<file path="src/common/uhp_regs.svh">
`ifndef UHP_REGS_SVH
`define UHP_REGS_SVH

// ****************************************************************
// Register offsets within one channel
// ****************************************************************
`define UHP_OFS_DATA 3'h0
`define UHP_OFS_IEN 3'h1
`define UHP_OFS_ISR 3'h2
`define UHP_OFS_LCR 3'h3
`define UHP_OFS_MCTL 3'h4
`define UHP_OFS_LSR 3'h5
`define UHP_OFS_MSR 3'h6
`define UHP_OFS_SPR 3'h7

// ****************************************************************
// Field positions
// ****************************************************************
`define UHP_LCR_STOP 2
`define UHP_LCR_PEN 3
`define UHP_LCR_EPS 4
`define UHP_LCR_DLAB 7
`define UHP_MCTL_IRQ_EN 3
`define UHP_MCTL_LOOP 4
`define UHP_FCR_EN 0
`define UHP_FCR_RXRST 1
`define UHP_FCR_TXRST 2
`define UHP_FCR_DMA 3
`define UHP_AFR_DUAL 0
`define UHP_IEN_RDA 0
`define UHP_IEN_THRE 1
`define UHP_IEN_RLS 2
`define UHP_IEN_MSI 3

// ****************************************************************
// Interrupt identification codes
// ****************************************************************
`define UHP_ISR_NONE 8'h01
`define UHP_ISR_RLS 8'h06
`define UHP_ISR_RDA 8'h04
`define UHP_ISR_THRE 8'h02
`define UHP_ISR_MSI 8'h00
`define UHP_ISR_FIFO 8'hC0

// ****************************************************************
// Reset values
// ****************************************************************
`define UHP_LCR_RST 8'h00
`define UHP_MCTL_RST 5'h00
`define UHP_IEN_RST 4'h0
`define UHP_DIV_RST 8'h00
`define UHP_SYNC_RST 5'h1F
`define UHP_TX_RDY_RST 1'b0

// ****************************************************************
// FIFO and timing counts
// ****************************************************************
`define UHP_FIFO_DEPTH 5'h10
`define UHP_TRIG_0 5'h01
`define UHP_TRIG_1 5'h04
`define UHP_TRIG_2 5'h08
`define UHP_TRIG_3 5'h0E
`define UHP_SUB_LAST 4'hF
`define UHP_SUB_MID 4'h7
`define UHP_WL_BASE 4'h5

`endif

</file>
<file path="src/common/uhp_pkg.sv">
package uhp_pkg;

  typedef struct packed {
    logic cs_n;
    logic channel_pick;
    logic rd_n;
    logic wr_n;
    logic [2:0] sel;
    logic [7:0] wdata;
  } uhp_host_req_t;

  typedef struct packed {
    logic cd_n;
    logic ri_n;
    logic dsr_n;
    logic cts_n;
  } uhp_modem_n_t;

  typedef enum logic [1:0] {
    UHP_IDLE = 2'b01,
    UHP_BUSY = 2'b10
  } uhp_line_st_t;

  typedef struct packed {
    logic bi;
    logic fe;
    logic pe;
    logic [7:0] data;
  } uhp_rx_entry_t;

  typedef struct packed {
    logic [7:0] lcr;
    logic [3:0] irq_en;
    logic [4:0] mctl;
    logic [7:0] dll;
    logic [7:0] dlm;
    logic fifo_en;
    logic dma_mode;
    logic [1:0] rx_trig;
    logic [7:0] spr;
    logic dual;
    logic oe;
    logic thre;
    logic [7:0] msr;
    logic [15:0] baud_cnt;
    uhp_line_st_t tx_st;
    logic [3:0] tx_sub;
    logic [3:0] tx_left;
    logic [11:0] tx_sh;
    uhp_line_st_t rx_st;
    logic [3:0] rx_sub;
    logic [3:0] rx_bitn;
    logic [11:0] rx_sh;
    logic txd;
    logic irq;
    logic rx_rdy_n;
    logic tx_rdy_n;
  } uhp_chan_t;

endpackage

</file>
<file path="src/hdl/uhp_top.sv">
`timescale 1ns/1ps
`include "uhp_regs.svh"

// Contract
// - Select lines pick the channel register
// - Pick 0 means channel B, 1 channel A
// - Transfers happen only with chip select low
// - Dual write bit stores into both channels
// - Eight-bit bus, driven only during reads
// - Bit 0 is LSB, sent first
// - Interrupt needs control bit 3, enable, pending
// - Sources: errors, data, THR empty, modem
// - Read strobe low puts register on bus
// - Sixteen-entry TX and RX FIFOs, error flags
// - Four RX trigger levels, TX fixed
// - Five to eight bits, even/odd/no parity
// - DMA ready outputs follow FIFO levels
// - Separate baud generator per channel
// - Write strobe low stores bus to register
// - Reset clears registers, idles serial lines
// - TX ready low while any slot free
module uhp_top
  import uhp_pkg::*;
(
  input wire logic REF_CLK,
  input wire logic SRST,
  input wire uhp_host_req_t HOST_REQ,
  output logic [7:0] HOST_DATA_OUT,
  output logic HOST_DATA_OE,
  output logic [1:0] CHANNEL_IRQ_OUT,
  output logic [1:0] RX_DMA_READY_N,
  output logic [1:0] TX_DMA_READY_N,
  output logic [1:0] SER_TX,
  input wire logic [1:0] SER_RX,
  input wire uhp_modem_n_t [1:0] MODEM_N
);

  // ****************************************************************
  // Shared helpers
  // ****************************************************************
  // Data bits per character, five to eight
  function automatic logic [3:0] char_len(input logic [7:0] lcr);
    char_len = {2'b00, lcr[1:0]} + `UHP_WL_BASE;
  endfunction

  // Returns {frame length, frame bits}; bit 0 goes out first
  function automatic logic [15:0] build_frame(input logic [7:0] d,
                                              input logic [7:0] lcr);
    logic [11:0] f;
    logic [3:0] wl;
    logic p;
    f = 12'hFFF;
    wl = char_len(lcr);
    p = ~lcr[`UHP_LCR_EPS];
    f[0] = 1'b0;
    for (int k = 0; k < 8; k++) begin
      if (4'(k) < wl) begin
        f[k+1] = d[k];
        p = p ^ d[k];
      end
    end
    if (lcr[`UHP_LCR_PEN]) begin
      f[wl+4'h1] = p;
    end
    build_frame = {wl + 4'h2 + {3'h0, lcr[`UHP_LCR_PEN]}
                   + {3'h0, lcr[`UHP_LCR_STOP]}, f};
  endfunction

  // ****************************************************************
  // Host port
  // ****************************************************************
  uhp_host_req_t hq_s1_ff, hq_s2_ff;
  logic rd_prev_ff, wr_prev_ff, nxt_rd_prev, nxt_wr_prev;
  logic [7:0] dout_ff, nxt_dout;
  logic oe_ff, nxt_oe;
  logic rd_act, wr_act, rd_start, wr_start, tgt;
  logic [1:0] rd_hit, wr_hit, dual_bits;
  logic [7:0] rd_data [2];

  // Host pins come from another domain: two stages before any use
  always_ff @(posedge REF_CLK) begin
    if (SRST) begin
      hq_s1_ff <= '1;
      hq_s2_ff <= '1;
    end else begin
      hq_s1_ff <= HOST_REQ;
      hq_s2_ff <= hq_s1_ff;
    end
  end

  always_comb begin
    rd_act = !hq_s2_ff.cs_n && !hq_s2_ff.rd_n;
    wr_act = !hq_s2_ff.cs_n && !hq_s2_ff.wr_n;
    rd_start = rd_act && !rd_prev_ff;
    wr_start = wr_act && !wr_prev_ff;
    tgt = !hq_s2_ff.channel_pick;
    rd_hit = 2'b00;
    wr_hit = 2'b00;
    rd_hit[tgt] = rd_start;
    if (dual_bits != 2'b00) begin
      wr_hit = {wr_start, wr_start};
    end else begin
      wr_hit[tgt] = wr_start;
    end
    nxt_rd_prev = rd_act;
    nxt_wr_prev = wr_act;
    nxt_dout = rd_start ? rd_data[tgt] : dout_ff;
    // Bus released as soon as the strobe or select goes away
    nxt_oe = rd_act && (oe_ff || rd_start);
  end

  always_ff @(posedge REF_CLK) begin
    if (SRST) begin
      rd_prev_ff <= 1'b0;
      wr_prev_ff <= 1'b0;
      dout_ff <= 8'h00;
      oe_ff <= 1'b0;
    end else begin
      rd_prev_ff <= nxt_rd_prev;
      wr_prev_ff <= nxt_wr_prev;
      dout_ff <= nxt_dout;
      oe_ff <= nxt_oe;
    end
  end

  assign HOST_DATA_OUT = dout_ff;
  assign HOST_DATA_OE = oe_ff;

  // ****************************************************************
  // Channels: index 0 is A, index 1 is B
  // ****************************************************************
  for (genvar g = 0; g < 2; g++) begin : g_chan
    uhp_chan_t ch_ff, nxt_ch;
    logic [4:0] sync1_ff, sync2_ff;
    logic [7:0] tx_rdata, isr, msr_now, wd;
    logic [4:0] tx_cnt, rx_cnt, trig;
    logic [3:0] wl, stop_idx, chg;
    logic [2:0] sel;
    uhp_rx_entry_t rx_head, rx_new;
    logic tx_push, tx_pop, rx_push, rx_pop, tx_clr, rx_clr;
    logic rx_avail, tx_full, line_in, tick, dlab, head_err, par;

    // Serial and modem inputs are asynchronous to REF_CLK
    always_ff @(posedge REF_CLK) begin
      if (SRST) begin
        sync1_ff <= `UHP_SYNC_RST;
        sync2_ff <= `UHP_SYNC_RST;
      end else begin
        sync1_ff <= {MODEM_N[g], SER_RX[g]};
        sync2_ff <= sync1_ff;
      end
    end

    uhp_fifo #(.W(8)) u_tx_fifo (
      .clk(REF_CLK), .srst(SRST), .clr(tx_clr), .push(tx_push),
      .wdata(hq_s2_ff.wdata), .pop(tx_pop), .rdata(tx_rdata),
      .count(tx_cnt)
    );

    uhp_fifo #(.W(11)) u_rx_fifo (
      .clk(REF_CLK), .srst(SRST), .clr(rx_clr), .push(rx_push),
      .wdata(rx_new), .pop(rx_pop), .rdata(rx_head), .count(rx_cnt)
    );

    always_comb begin
      nxt_ch = ch_ff;
      tx_push = 1'b0;
      tx_pop = 1'b0;
      rx_push = 1'b0;
      rx_pop = 1'b0;
      tx_clr = 1'b0;
      rx_clr = 1'b0;
      rx_new = '0;
      tick = 1'b0;
      par = 1'b0;
      sel = hq_s2_ff.sel;
      wd = hq_s2_ff.wdata;
      dlab = ch_ff.lcr[`UHP_LCR_DLAB];
      case (ch_ff.rx_trig)
        2'd0: trig = `UHP_TRIG_0;
        2'd1: trig = `UHP_TRIG_1;
        2'd2: trig = `UHP_TRIG_2;
        default: trig = `UHP_TRIG_3;
      endcase
      rx_avail = ch_ff.fifo_en ? (rx_cnt >= trig) : (rx_cnt != 5'h00);
      tx_full = ch_ff.fifo_en ? (tx_cnt == `UHP_FIFO_DEPTH)
                              : (tx_cnt != 5'h00);
      line_in = ch_ff.mctl[`UHP_MCTL_LOOP] ? ch_ff.txd : sync2_ff[0];
      msr_now = {~sync2_ff[4:1], ch_ff.msr[3:0]};
      head_err = (rx_cnt != 5'h00) && (rx_head.pe || rx_head.fe
                                       || rx_head.bi);
      wl = char_len(ch_ff.lcr);
      stop_idx = wl + 4'h1 + {3'h0, ch_ff.lcr[`UHP_LCR_PEN]};
      // Fixed priority among the four sources
      if (ch_ff.irq_en[`UHP_IEN_RLS] && (ch_ff.oe || head_err)) begin
        isr = `UHP_ISR_RLS;
      end else if (ch_ff.irq_en[`UHP_IEN_RDA] && rx_avail) begin
        isr = `UHP_ISR_RDA;
      end else if (ch_ff.irq_en[`UHP_IEN_THRE] && ch_ff.thre) begin
        isr = `UHP_ISR_THRE;
      end else if (ch_ff.irq_en[`UHP_IEN_MSI] && ch_ff.msr[3:0] != 4'h0) begin
        isr = `UHP_ISR_MSI;
      end else begin
        isr = `UHP_ISR_NONE;
      end
      if (ch_ff.fifo_en) begin
        isr = isr | `UHP_ISR_FIFO;
      end
      case (sel)
        `UHP_OFS_DATA: rd_data[g] = dlab ? ch_ff.dll : rx_head.data;
        `UHP_OFS_IEN: rd_data[g] = dlab ? ch_ff.dlm : {4'h0, ch_ff.irq_en};
        `UHP_OFS_ISR: rd_data[g] = dlab ? {7'h00, ch_ff.dual} : isr;
        `UHP_OFS_LCR: rd_data[g] = ch_ff.lcr;
        `UHP_OFS_MCTL: rd_data[g] = {3'h0, ch_ff.mctl};
        `UHP_OFS_LSR: rd_data[g] = {head_err,
          (tx_cnt == 5'h00) && (ch_ff.tx_st == UHP_IDLE),
          tx_cnt == 5'h00, rx_head.bi && rx_cnt != 5'h00,
          rx_head.fe && rx_cnt != 5'h00, rx_head.pe && rx_cnt != 5'h00,
          ch_ff.oe, rx_cnt != 5'h00};
        `UHP_OFS_MSR: rd_data[g] = msr_now;
        default: rd_data[g] = ch_ff.spr;
      endcase

      // Host write
      if (wr_hit[g]) begin
        case (sel)
          `UHP_OFS_DATA: begin
            if (dlab) begin
              nxt_ch.dll = wd;
            end else begin
              tx_push = !tx_full;
              nxt_ch.thre = 1'b0;
            end
          end
          `UHP_OFS_IEN: begin
            if (dlab) begin
              nxt_ch.dlm = wd;
            end else begin
              nxt_ch.irq_en = wd[3:0];
            end
          end
          `UHP_OFS_ISR: begin
            if (dlab) begin
              nxt_ch.dual = wd[`UHP_AFR_DUAL];
            end else begin
              // Switching FIFO mode flushes both FIFOs
              rx_clr = wd[`UHP_FCR_RXRST] || wd[0] != ch_ff.fifo_en;
              tx_clr = wd[`UHP_FCR_TXRST] || wd[0] != ch_ff.fifo_en;
              nxt_ch.fifo_en = wd[`UHP_FCR_EN];
              nxt_ch.dma_mode = wd[`UHP_FCR_DMA];
              nxt_ch.rx_trig = wd[7:6];
            end
          end
          `UHP_OFS_LCR: nxt_ch.lcr = wd;
          `UHP_OFS_MCTL: nxt_ch.mctl = wd[4:0];
          `UHP_OFS_SPR: nxt_ch.spr = wd;
          default: nxt_ch.spr = ch_ff.spr;
        endcase
      end

      // Read side effects, once per strobe
      if (rd_hit[g]) begin
        case (sel)
          `UHP_OFS_DATA: rx_pop = !dlab;
          `UHP_OFS_ISR: begin
            if (!dlab && isr[3:0] == 4'(`UHP_ISR_THRE)) begin
              nxt_ch.thre = 1'b0;
            end
          end
          `UHP_OFS_LSR: nxt_ch.oe = 1'b0;
          `UHP_OFS_MSR: nxt_ch.msr[3:0] = 4'h0;
          default: nxt_ch.oe = nxt_ch.oe;
        endcase
      end

      // Modem deltas; set after the read clear so events win
      chg = ~sync2_ff[4:1] ^ ch_ff.msr[7:4];
      nxt_ch.msr[7:4] = ~sync2_ff[4:1];
      nxt_ch.msr[3:0] = nxt_ch.msr[3:0] | {chg[3],
        ch_ff.msr[6] & sync2_ff[3], chg[1], chg[0]};

      // Baud generator at 16x; a zero divisor halts the channel
      if ({ch_ff.dlm, ch_ff.dll} != 16'h0000) begin
        if (ch_ff.baud_cnt == 16'h0000) begin
          nxt_ch.baud_cnt = {ch_ff.dlm, ch_ff.dll} - 16'h0001;
          tick = 1'b1;
        end else begin
          nxt_ch.baud_cnt = ch_ff.baud_cnt - 16'h0001;
        end
      end

      // Transmitter
      case (ch_ff.tx_st)
        UHP_IDLE: begin
          if (tx_cnt != 5'h00 && !tx_clr) begin
            tx_pop = 1'b1;
            {nxt_ch.tx_left, nxt_ch.tx_sh} =
              build_frame(tx_rdata, ch_ff.lcr);
            nxt_ch.tx_sub = 4'h0;
            nxt_ch.tx_st = UHP_BUSY;
            nxt_ch.thre = nxt_ch.thre || (tx_cnt == 5'h01 && !tx_push);
          end
        end
        UHP_BUSY: begin
          if (tick) begin
            nxt_ch.tx_sub = ch_ff.tx_sub + 4'h1;
            if (ch_ff.tx_sub == `UHP_SUB_LAST) begin
              nxt_ch.tx_sh = {1'b1, ch_ff.tx_sh[11:1]};
              nxt_ch.tx_left = ch_ff.tx_left - 4'h1;
              if (ch_ff.tx_left == 4'h1) begin
                nxt_ch.tx_st = UHP_IDLE;
              end
            end
          end
        end
        default: nxt_ch.tx_st = UHP_IDLE;
      endcase
      nxt_ch.txd = (nxt_ch.tx_st == UHP_BUSY) ? nxt_ch.tx_sh[0] : 1'b1;

      // Receiver: one stop bit is checked, sampled mid-bit
      for (int k = 0; k < 8; k++) begin
        if (4'(k) < wl) begin
          rx_new.data[k] = ch_ff.rx_sh[k+1];
          par = par ^ ch_ff.rx_sh[k+1];
        end
      end
      rx_new.pe = ch_ff.lcr[`UHP_LCR_PEN] && (par ^ ~ch_ff.lcr[`UHP_LCR_EPS]
                  ^ ch_ff.rx_sh[wl+4'h1]) != 1'b0;
      rx_new.fe = !line_in;
      rx_new.bi = !line_in && ch_ff.rx_sh == 12'h000;
      case (ch_ff.rx_st)
        UHP_IDLE: begin
          if (tick && !line_in) begin
            nxt_ch.rx_st = UHP_BUSY;
            nxt_ch.rx_sub = 4'h0;
            nxt_ch.rx_bitn = 4'h0;
            nxt_ch.rx_sh = 12'h000;
          end
        end
        UHP_BUSY: begin
          if (tick) begin
            nxt_ch.rx_sub = ch_ff.rx_sub + 4'h1;
            if (ch_ff.rx_sub == `UHP_SUB_MID) begin
              nxt_ch.rx_bitn = ch_ff.rx_bitn + 4'h1;
              nxt_ch.rx_sh[ch_ff.rx_bitn] = line_in;
              if (ch_ff.rx_bitn == 4'h0 && line_in) begin
                nxt_ch.rx_st = UHP_IDLE;
              end else if (ch_ff.rx_bitn == stop_idx) begin
                nxt_ch.rx_st = UHP_IDLE;
                if (ch_ff.fifo_en ? rx_cnt == `UHP_FIFO_DEPTH
                                  : rx_cnt != 5'h00) begin
                  nxt_ch.oe = 1'b1;
                end else begin
                  rx_push = 1'b1;
                end
              end
            end
          end
        end
        default: nxt_ch.rx_st = UHP_IDLE;
      endcase

      // Pin outputs
      nxt_ch.irq = ch_ff.mctl[`UHP_MCTL_IRQ_EN] && !isr[0];
      nxt_ch.rx_rdy_n = !((ch_ff.fifo_en && ch_ff.dma_mode) ? rx_avail
                          : rx_cnt != 5'h00);
      nxt_ch.tx_rdy_n = tx_full;
    end

    always_ff @(posedge REF_CLK) begin
      if (SRST) begin
        ch_ff <= '0;
        ch_ff.lcr <= `UHP_LCR_RST;
        ch_ff.mctl <= `UHP_MCTL_RST;
        ch_ff.irq_en <= `UHP_IEN_RST;
        ch_ff.dll <= `UHP_DIV_RST;
        ch_ff.dlm <= `UHP_DIV_RST;
        ch_ff.tx_st <= UHP_IDLE;
        ch_ff.rx_st <= UHP_IDLE;
        ch_ff.txd <= 1'b1;
        ch_ff.rx_rdy_n <= 1'b1;
        ch_ff.tx_rdy_n <= `UHP_TX_RDY_RST;
      end else begin
        ch_ff <= nxt_ch;
      end
    end

    assign dual_bits[g] = ch_ff.dual;
    assign CHANNEL_IRQ_OUT[g] = ch_ff.irq;
    assign RX_DMA_READY_N[g] = ch_ff.rx_rdy_n;
    assign TX_DMA_READY_N[g] = ch_ff.tx_rdy_n;
    assign SER_TX[g] = ch_ff.txd;
  end

endmodule

</file>
<file path="src/hdl/uhp_fifo.sv">
`timescale 1ns/1ps
`include "uhp_regs.svh"

module uhp_fifo
  import uhp_pkg::*;
#(
  parameter int W = 8
) (
  input wire logic clk,
  input wire logic srst,
  input wire logic clr,
  input wire logic push,
  input wire logic [W-1:0] wdata,
  input wire logic pop,
  output logic [W-1:0] rdata,
  output logic [4:0] count
);

  logic [W-1:0] mem_ff [16];
  logic [3:0] wp_ff, rp_ff, nxt_wp, nxt_rp;
  logic [4:0] cnt_ff, nxt_cnt;
  logic do_push, do_pop;

  // Push into a full FIFO is dropped; the RX caller flags the overrun, the TX caller drops the byte without a flag
  always_comb begin
    do_push = push && (cnt_ff != `UHP_FIFO_DEPTH);
    do_pop = pop && (cnt_ff != 5'h00);
    nxt_wp = wp_ff + {3'h0, do_push};
    nxt_rp = rp_ff + {3'h0, do_pop};
    nxt_cnt = cnt_ff + {4'h0, do_push} - {4'h0, do_pop};
    if (clr) begin
      nxt_wp = 4'h0;
      nxt_rp = 4'h0;
      nxt_cnt = 5'h00;
    end
  end

  always_ff @(posedge clk) begin
    if (srst) begin
      wp_ff <= 4'h0;
      rp_ff <= 4'h0;
      cnt_ff <= 5'h00;
    end else begin
      wp_ff <= nxt_wp;
      rp_ff <= nxt_rp;
      cnt_ff <= nxt_cnt;
    end
  end

  always_ff @(posedge clk) begin
    if (do_push && !clr) begin
      mem_ff[wp_ff] <= wdata;
    end
  end

  assign rdata = mem_ff[rp_ff];
  assign count = cnt_ff;

endmodule

</file>
<file path="config.mk">
export PLATFORM = sky130hd
export DESIGN_NAME = uhp_top
export DESIGN_NICKNAME = d
export VERILOG_FILES = /design/src/common/uhp_pkg.sv /design/src/hdl/uhp_top.sv /design/src/hdl/uhp_fifo.sv
export VERILOG_INCLUDE_DIRS = /design/src /design/src/common
export SDC_FILE = /design/constraint.sdc
export NUM_CORES = 1
export LEC_CHECK = 0
export BUFFER_PORTS_ARGS = -buffer_cell sky130_fd_sc_hd__buf_2
export CAP_MARGIN = 20
export CORE_ASPECT_RATIO = 1.1
export CORE_UTILIZATION = 45
export CTS_CLUSTER_SIZE = 30
export DETAILED_ROUTE_END_ITERATION = 12
export GPL_ROUTABILITY_DRIVEN = 0
export SLEW_MARGIN = 15
export SYNTH_ARGS = -nofsm -noshare
export SYNTH_HDL_FRONTEND = slang
export SYNTH_HIERARCHICAL = 1
export SYNTH_SLANG_ARGS = --single-unit
</file>
<file path="constraint.sdc">
create_clock -name REF_CLK -period 4.3 [get_ports REF_CLK]
set_input_delay 0.215 -clock REF_CLK [delete_from_list [all_inputs] [get_ports REF_CLK]]
set_output_delay 0.215 -clock REF_CLK [all_outputs]
set_load 0.005 [all_outputs]
</file>
### Yosys cells after proc, flatten, opt, wreduce, memory -nomap -nowiden

Memory sizes are Yosys's and may differ from the RTL's. A register that Yosys moved wholly into a read port is not among the register bits.
Cells that the tools add are included.

| cells by class | value |
|---|---|
| magnitude comparators | 29 |
| $add $sub $neg | 40 |
| reductions and logical operators | 149 |
| bitwise gates (word level) | 51 |
| muxes and demuxes | 300 |
| equal/unequal tests | 57 |

Operators with widths:

| kind | number |
|---|---|
| 1-bit two-way mux | 223 |
| 22-bit two-way mux | 8 |
| 20-bit case mux with 2 select lines | 4 |
| 8-bit case mux with 7 select lines | 2 |
| 16-bit two-way mux | 6 |
| 8-bit two-way mux | 11 |
| 16-bit by 1-bit subtractor with 16-bit output, second input constant | 4 |
| 1-bit logical AND | 58 |
| 4-bit by 1-bit adder with 4-bit output | 14 |
| 12-bit bitwise mux | 4 |
| 3-bit AND reduction | 14 |
| 1-bit XOR | 34 |
| 4-bit by 1-bit adder with 4-bit output, second input constant | 8 |
| 16-bit logical NOT | 2 |
| 3-bit by 4-bit less-than comparator with 1-bit output, first input constant | 8 |
| 4-bit two-way mux | 8 |
| 16-bit nonzero test | 2 |
| 2-bit two-way mux | 15 |
| 12-bit logical NOT | 2 |
| 12-bit two-way mux | 2 |
| 4-bit case mux with 3 select lines | 2 |
| 4-bit AND reduction | 6 |
| 1-bit logical NOT | 22 |
| 5-bit by 1-bit adder with 5-bit output | 4 |
| 51 further kinds | 163 |

| storage, ports and cells | value |
|---|---|
| flip-flop bits (word level) | 353 |
| logic and storage cells | 716 |
| bits in writable memories | 608 |
| memories kept | 4 |
| output and inout bits | 17 |
| input port bits | 27 |

Memories:

| memory | depth | width | read ports | clocked after memory_dff | write ports | RTL line | text |
|---|---|---|---|---|---|---|---|
| g_chan[0].u_rx_fifo.mem_ff | 16 | 11 | 1 | 1 | 1 | uhp_fifo.sv:19 | `logic [W-1:0] mem_ff [16];` |
| g_chan[1].u_rx_fifo.mem_ff | 16 | 11 | 1 | 1 | 1 | uhp_fifo.sv:19 |  |
| g_chan[0].u_tx_fifo.mem_ff | 16 | 8 | 1 | 1 | 1 | uhp_fifo.sv:19 |  |
| g_chan[1].u_tx_fifo.mem_ff | 16 | 8 | 1 | 1 | 1 | uhp_fifo.sv:19 |  |

### Longest topological paths before layout

| depth | value |
|---|---|
| depth after elaboration | 47 |
| mapped depth | 21 |
| depth with buffers taken out | 20 |

### Hierarchy

Netlist, hierarchy kept.

By module, submodules not included:

| module | times used | cells each | area an instance (sq um) | seq. area each (sq um) |
|---|---|---|---|---|
| uhp_top | 1 | 1882 | 15945.3 | 6025.8 |
| uhp_fifo at g_chan[0].u_rx_fifo ... | 2 | 363 | 7483.4 | 5545.3 |
| uhp_fifo at g_chan[0].u_tx_fifo ... | 2 | 291 | 5652.9 | 4103.9 |

### Worst setup path after synthesis

No wires, ideal clock.

| timing path | value |
|---|---|
| path type | register -> register |
| start point | register g_chan[1].ch_ff[112] (netlist bit) |
| end point | memory g_chan[1].u_rx_fifo.mem_ff[6][0], enable pin |
| cell stages (with the launch flop) | 15 |
| arrival time | 4.308 ns |
| clock period less this slack | 4.716 ns |
| path slack | -0.416 ns |
| cell sequence | dfxtp_1 -> buf_2 -> inv_1 -> ha_1 -> xnor2_1 -> ha_1 -> xnor2_1 -> or4b_1 -> a211oi_1 -> nand3_1 -> nor2_1 -> inv_1 -> a311o_1 -> buf_1 -> nor4_1 |

| between the ends | value |
|---|---|
| cells in the longest elaborated chain, start to end | 13 |

RTL lines:

| what | RTL line | text |
|---|---|---|
| start: declaration | uhp_top.sv:133 | `uhp_chan_t ch_ff, nxt_ch;` |
| start signal: assignment | uhp_top.sv:384 | `ch_ff <= nxt_ch;` |
| 2-bit by 3-bit adder with 4-bit output (no source line) | n/a |  |
| 4-bit by 1-bit adder with 4-bit output (2 in series) | uhp_top.sv:193 | `` stop_idx = wl + 4'h1 + {3'h0, ch_ff.lcr[`UHP_LCR_PEN]}; `` |
| 4-bit equality test | uhp_top.sv:348 | `end else if (ch_ff.rx_bitn == stop_idx) begin` |
| 1-bit two-way mux | uhp_top.sv:348 |  |
| 1-bit two-way mux | uhp_top.sv:346 | `if (ch_ff.rx_bitn == 4'h0 && line_in) begin` |
| 1-bit two-way mux | uhp_top.sv:343 | `` if (ch_ff.rx_sub == `UHP_SUB_MID) begin `` |
| 1-bit two-way mux | uhp_top.sv:341 | `if (tick) begin` |
| 1-bit two-way mux | uhp_top.sv:331 | `case (ch_ff.rx_st)` |
| net g_chan[1].rx_push | uhp_top.sv:140 | `logic tx_push, tx_pop, rx_push, rx_pop, tx_clr, rx_clr;` |
| 1-bit logical AND | uhp_fifo.sv:26 | `` do_push = push && (cnt_ff != `UHP_FIFO_DEPTH); `` |
| 1-bit logical AND | uhp_fifo.sv:51 | `if (do_push && !clr) begin` |
| 1-bit two-way mux | uhp_fifo.sv:51 |  |
| 1-bit two-way mux (not written as such) | uhp_fifo.sv:52 | `mem_ff[wp_ff] <= wdata;` |
| end: declaration | uhp_fifo.sv:19 |  |

The timed path passes the listed nets, and every way through them passes these cells.

### Worst setup path after layout

| timing path | value |
|---|---|
| start point | register g_chan[1].ch_ff[112] (netlist bit) |
| end point | register g_chan[1].u_rx_fifo.cnt_ff[4] |

| between the ends | value |
|---|---|
| cells in the longest elaborated chain, start to end | 12 |

RTL lines:

| what | RTL line | text |
|---|---|---|
| 2-bit by 3-bit adder with 4-bit output (no source line) | n/a |  |
| 4-bit by 1-bit adder with 4-bit output (2 in series) | uhp_top.sv:193 |  |
| 4-bit equality test | uhp_top.sv:348 |  |
| 1-bit two-way mux | uhp_top.sv:348 |  |
| 1-bit two-way mux | uhp_top.sv:346 |  |
| 1-bit two-way mux | uhp_top.sv:343 |  |
| 1-bit two-way mux | uhp_top.sv:341 |  |
| 1-bit two-way mux | uhp_top.sv:331 |  |
| net g_chan[1].rx_push | uhp_top.sv:140 |  |
| 1-bit logical AND | uhp_fifo.sv:26 |  |
| 5-bit by 1-bit adder with 5-bit output | uhp_fifo.sv:30 | `nxt_cnt = cnt_ff + {4'h0, do_push} - {4'h0, do_pop};` |
| 5-bit by 1-bit subtractor with 5-bit output | uhp_fifo.sv:30 |  |
| end signal: assignment | uhp_fifo.sv:46 | `cnt_ff <= nxt_cnt;` |
| end: declaration | uhp_fifo.sv:21 | `logic [4:0] cnt_ff, nxt_cnt;` |

The timed path passes the listed nets, and every way through them passes these cells.
A chain may end at the register's enable or synchronous reset.

==> run_results.csv <==
group,metric,value,unit
outcome,run_status,"finished, final reports clean",
clocking,clkTransAtPathRegs,70,ps
global_route,grtUsageTotal,22.4,%
synthesis,synth_edf_count,608,
synthesis,syn_inst,3190,
clocking,clockBufferDepth,3,
clocking,htreeDepth,3,
critical_path,critPathKind,"reg2reg",
timing,max_freq,245,MHz
clocking,clock-root-buffer,"clkbuf_16",
global_route,grt_use_met1,31.4,%
min_path,min_path_type,"in2reg",
layout,drive_gt1_share,16.7,%
clocking,clock_sinks,961,
layout,nets,3459,
pwr,power.density,446,nW/um^2
global_route,met2_usage,36.0,%
timing,timing.final.ws_setup,213,ps
global_route,grt.overflow.total,0,
synthesis,ys_top_cells_by_count,"edfxtp_1 (608), dfxtp_1 (353), nor2_1 (253)",
timing,setup_viol,0,
detailed_routing,avgRoutedWirePerCell,22.9,um
synthesis,synth_cell_types,96,
timing,slew_viol_final,0,
detailed_routing,drc,0,
floorplan,io_pins,44,
detailed_routing,ant_nets,0,
clocking,cts_tree,"built",
synthesis,syn_area_per_cell,13.2,um^2
synthesis,synth_flop_cell,"edfxtp_1",
global_route,grt_max_degree,60,
critical_path,required,4900,ps
synthesis,ys_ff_latch,961,
floorplan,chipWidth,294,um
synthesis,syn-num-nets,3315,
timing,finalClockSkew,27.9,ps
floorplan,die_h,323,um
place,dp_hpwl,72400,um
synthesis,ys_top_cells_by_area,"edfxtp_1 (43%), dfxtp_1 (17%), mux4_2 (4.7%), mux4_1 (4.5%), ha_1 (2.7%)",
synthesis,syn-cell-area,42200,um^2
timing,tightest_slew,1120,ps
detailed_routing,wl,107000,um
synthesis,synth.top_cell.area_share,43.2,%
critical_path,crit_path_end_kind,"flip-flop",
critical_path,crit_path_start_kind,"flip-flop",
timing,hold_violations,0,
synthesis,yosys_warnings,6,
detailed_routing,drt_iter0_markers,2524,
critical_path,path_max_fanout,2,
floorplan,fp.dieArea,95000,um^2
global_route,grt_pass1_wl,163000,um
global_route,antenna_found_initial,2,
timing,fin_tns_setup,0,ps
clocking,clock_latency,670,ps
floorplan,core,92800,um^2
detailed_routing,first_pass_iters,8,
synthesis,synth-seq-area-share,60.0,%
run,drv_cap,0,
timing,whs,249,ps
critical_path,crit_arrival,4690,ps
detailed_routing,viasPerCell,5.88,
timing,rsz0062_at_grt,"false",
timing,layout_min_cycle_time,4090,ps
floorplan,initial_utilization,45.5,%
clocking,cts_buffers,98,
pwr,leakagePower,16.5,nW
timing,fin_crit_sh,95.0,%
synthesis,async_flop_share,0,%
synthesis,yosysTopAreaCell,"edfxtp_1",
pwr,total_power,21.4,mW
global_route,grt-busiest-layer,"met2",
layout,diodes,0,
timing,slew_headroom,25.6,%
detailed_routing,vias,27500,
place,dp_slack,-82.7,ps
pwr,vdd.ir_drop.worst,0.277,mV
global_route,first_global_vias,26900,
place,io_buffers,43,
floorplan,rows,117,
synthesis,synth_most_common_cell,"edfxtp_1",
global_route,met3_usage,3.15,%
layout,area_growth_syn_to_layout,13.6,%
-- worst max-delay path: stages, from the launching register on --
cell and delay [ps]:
dfxtp_1 330, inv_1 80, ha_4 260, xnor2_2 140, ha_2 200, xnor2_1 140
or4b_1 500, a211oi_2 290, nand3_1 120, nor2_1 110, inv_1 80, a31oi_2 160
inv_1 60, ha_1 260, inv_1 30, ha_1 200, fa_2 350, a21oi_1 130
nor2_1 60, or3_1 360, a21oi_2 150
-- report_power, final --
part           switching, mW  internal (mW)
Sequential             0.201           9.94
Combinational           1.51           1.08
Clock                   3.61           5.03
Total                   5.32           16.1
-- cell type report --
cell class / instances / area, um^2
Timing Repair Buffer: 227 / 1710
Inverter: 78 / 293
Multi-Input combinational cell: 1968 / 15800
Sequential cell: 961 / 25300
Clock buffer: 127 / 2650
Clock inverter: 58 / 634
Tap cell: 1249 / 1560
Fill cell: 7824 / 44900
-- cell usage in the layout (no fill, tap or decap), types with 12 or more instances in the layout --
cell | synthesis | layout
clkbuf_16 | 0 | 101
a211oi_1 | 13 | 12
dlygate4sd3_1 | 0 | 26
or2_2 | 61 | 61
clkinv_1 | 4 | 18
and2_1 | 42 | 42
a21o_1 | 13 | 13
mux4_1 | 72 | 72
a22oi_1 | 105 | 105
nand4_1 | 16 | 16
clkinv_2 | 0 | 13
a21oi_1 | 115 | 113
ha_1 | 92 | 88
nor4_1 | 29 | 22
o21a_1 | 18 | 18
nor2_1 | 253 | 253
nor2b_1 | 22 | 21
buf_4 | 10 | 155
nand2_1 | 182 | 182
o21ai_0 | 114 | 114
nand3_1 | 122 | 122
o31ai_1 | 12 | 12
inv_1 | 74 | 72
xor2_1 | 32 | 32
nor3_1 | 88 | 88
mux4_2 | 88 | 88
buf_2 | 34 | 42
nand2b_1 | 33 | 33
dfxtp_1 | 353 | 337
dfxtp_2 | 0 | 15
o211ai_1 | 17 | 17
a31oi_1 | 29 | 27
and3_1 | 18 | 18
or4_1 | 12 | 12
mux2i_1 | 103 | 103
edfxtp_1 | 608 | 608
xnor2_1 | 57 | 55
clkbuf_1 | 103 | 22
or3_1 | 27 | 27
-- worst paths after layout --
kind | startpoint | to | slack [ps] | depth (start not counted)
max | g_chan[1].ch_ff[112]$_SDFFE_PP0P_ | g_chan[1].u_rx_fifo/count[4]$_SDFF_PP0_ | 210 | 20
min | MODEM_N[1] | g_chan[0].sync1_ff[2]$_SDFF_PP1_ | 250 | 3
max reg2reg | g_chan[1].ch_ff[112]$_SDFFE_PP0P_ | g_chan[1].u_rx_fifo/count[4]$_SDFF_PP0_ | 210 | 20
min reg2reg | hq_s1_ff[6]$_SDFF_PP1_ | g_chan[0].wd[6]$_SDFF_PP1_ | 410 | 1
-- cells by family (layout without fill, tap and decap cells) --
group | count (synthesis) | in the layout | synth area share, %
flops | 961 | 961 | 60.0
fa+ha+maj | 98 | 98 | 3.01
xor+xnor | 93 | 93 | 2.06
buf+inv | 261 | 490 | 3.00
compound gates | 561 | 561 | 9.01
mux | 270 | 270 | 11.8
simple gates | 946 | 946 | 11.1
-- state kept, by name, indices dropped and copies added (netlist names), 4 cells and up --
signal                   count
HOST_DATA_OUT                8
g_chan.ch_ff               230
g_chan.sync1_ff             10
g_chan.sync2_ff             10
g_chan.u_rx_fifo/count      10
g_chan.u_rx_fifo/mem_ff    352
g_chan.u_rx_fifo/rp_ff       8
g_chan.u_rx_fifo/wp_ff       8
g_chan.u_tx_fifo/count      10
g_chan.u_tx_fifo/mem_ff    256
g_chan.u_tx_fifo/rp_ff       8
g_chan.u_tx_fifo/wp_ff       8
g_chan.wd                    8
hq_s1_ff                    15
hq_s2_ff                     4
-- metal layers --
metal / wire, um / share of wire, % / vias to the layer above
li1: - / - / 12500
met1: 47000 / 44 / 13800
met2: 50500 / 47 / 990
met3: 6580 / 6.2 / 200
met4: 2790 / 2.6 / 0
met5: 0 / 0 / -
-- what timing repair did --
item	in CTS	in global routing
resized for setup	1	16
cloned	0	0
setup buffers	0	2
setup endpoints to repair	1	2
hold buffers	26	0
endpoints found under the hold margin	57	0
pin swaps	0	5
-- metrics by stage --
stage / utilization, % / std cells / cell area (um^2)
after global routing: 51.7 / 4668 / 47900
after CTS: 51.6 / 4665 / 47800
after detailed placement: 47.7 / 4454 / 44300
final: 51.7 / 4668 / 47900
after floorplan: - / 3190 / 42300
after global placement: 47.7 / 4454 / 44300
(Power assumes the default switching activity.)
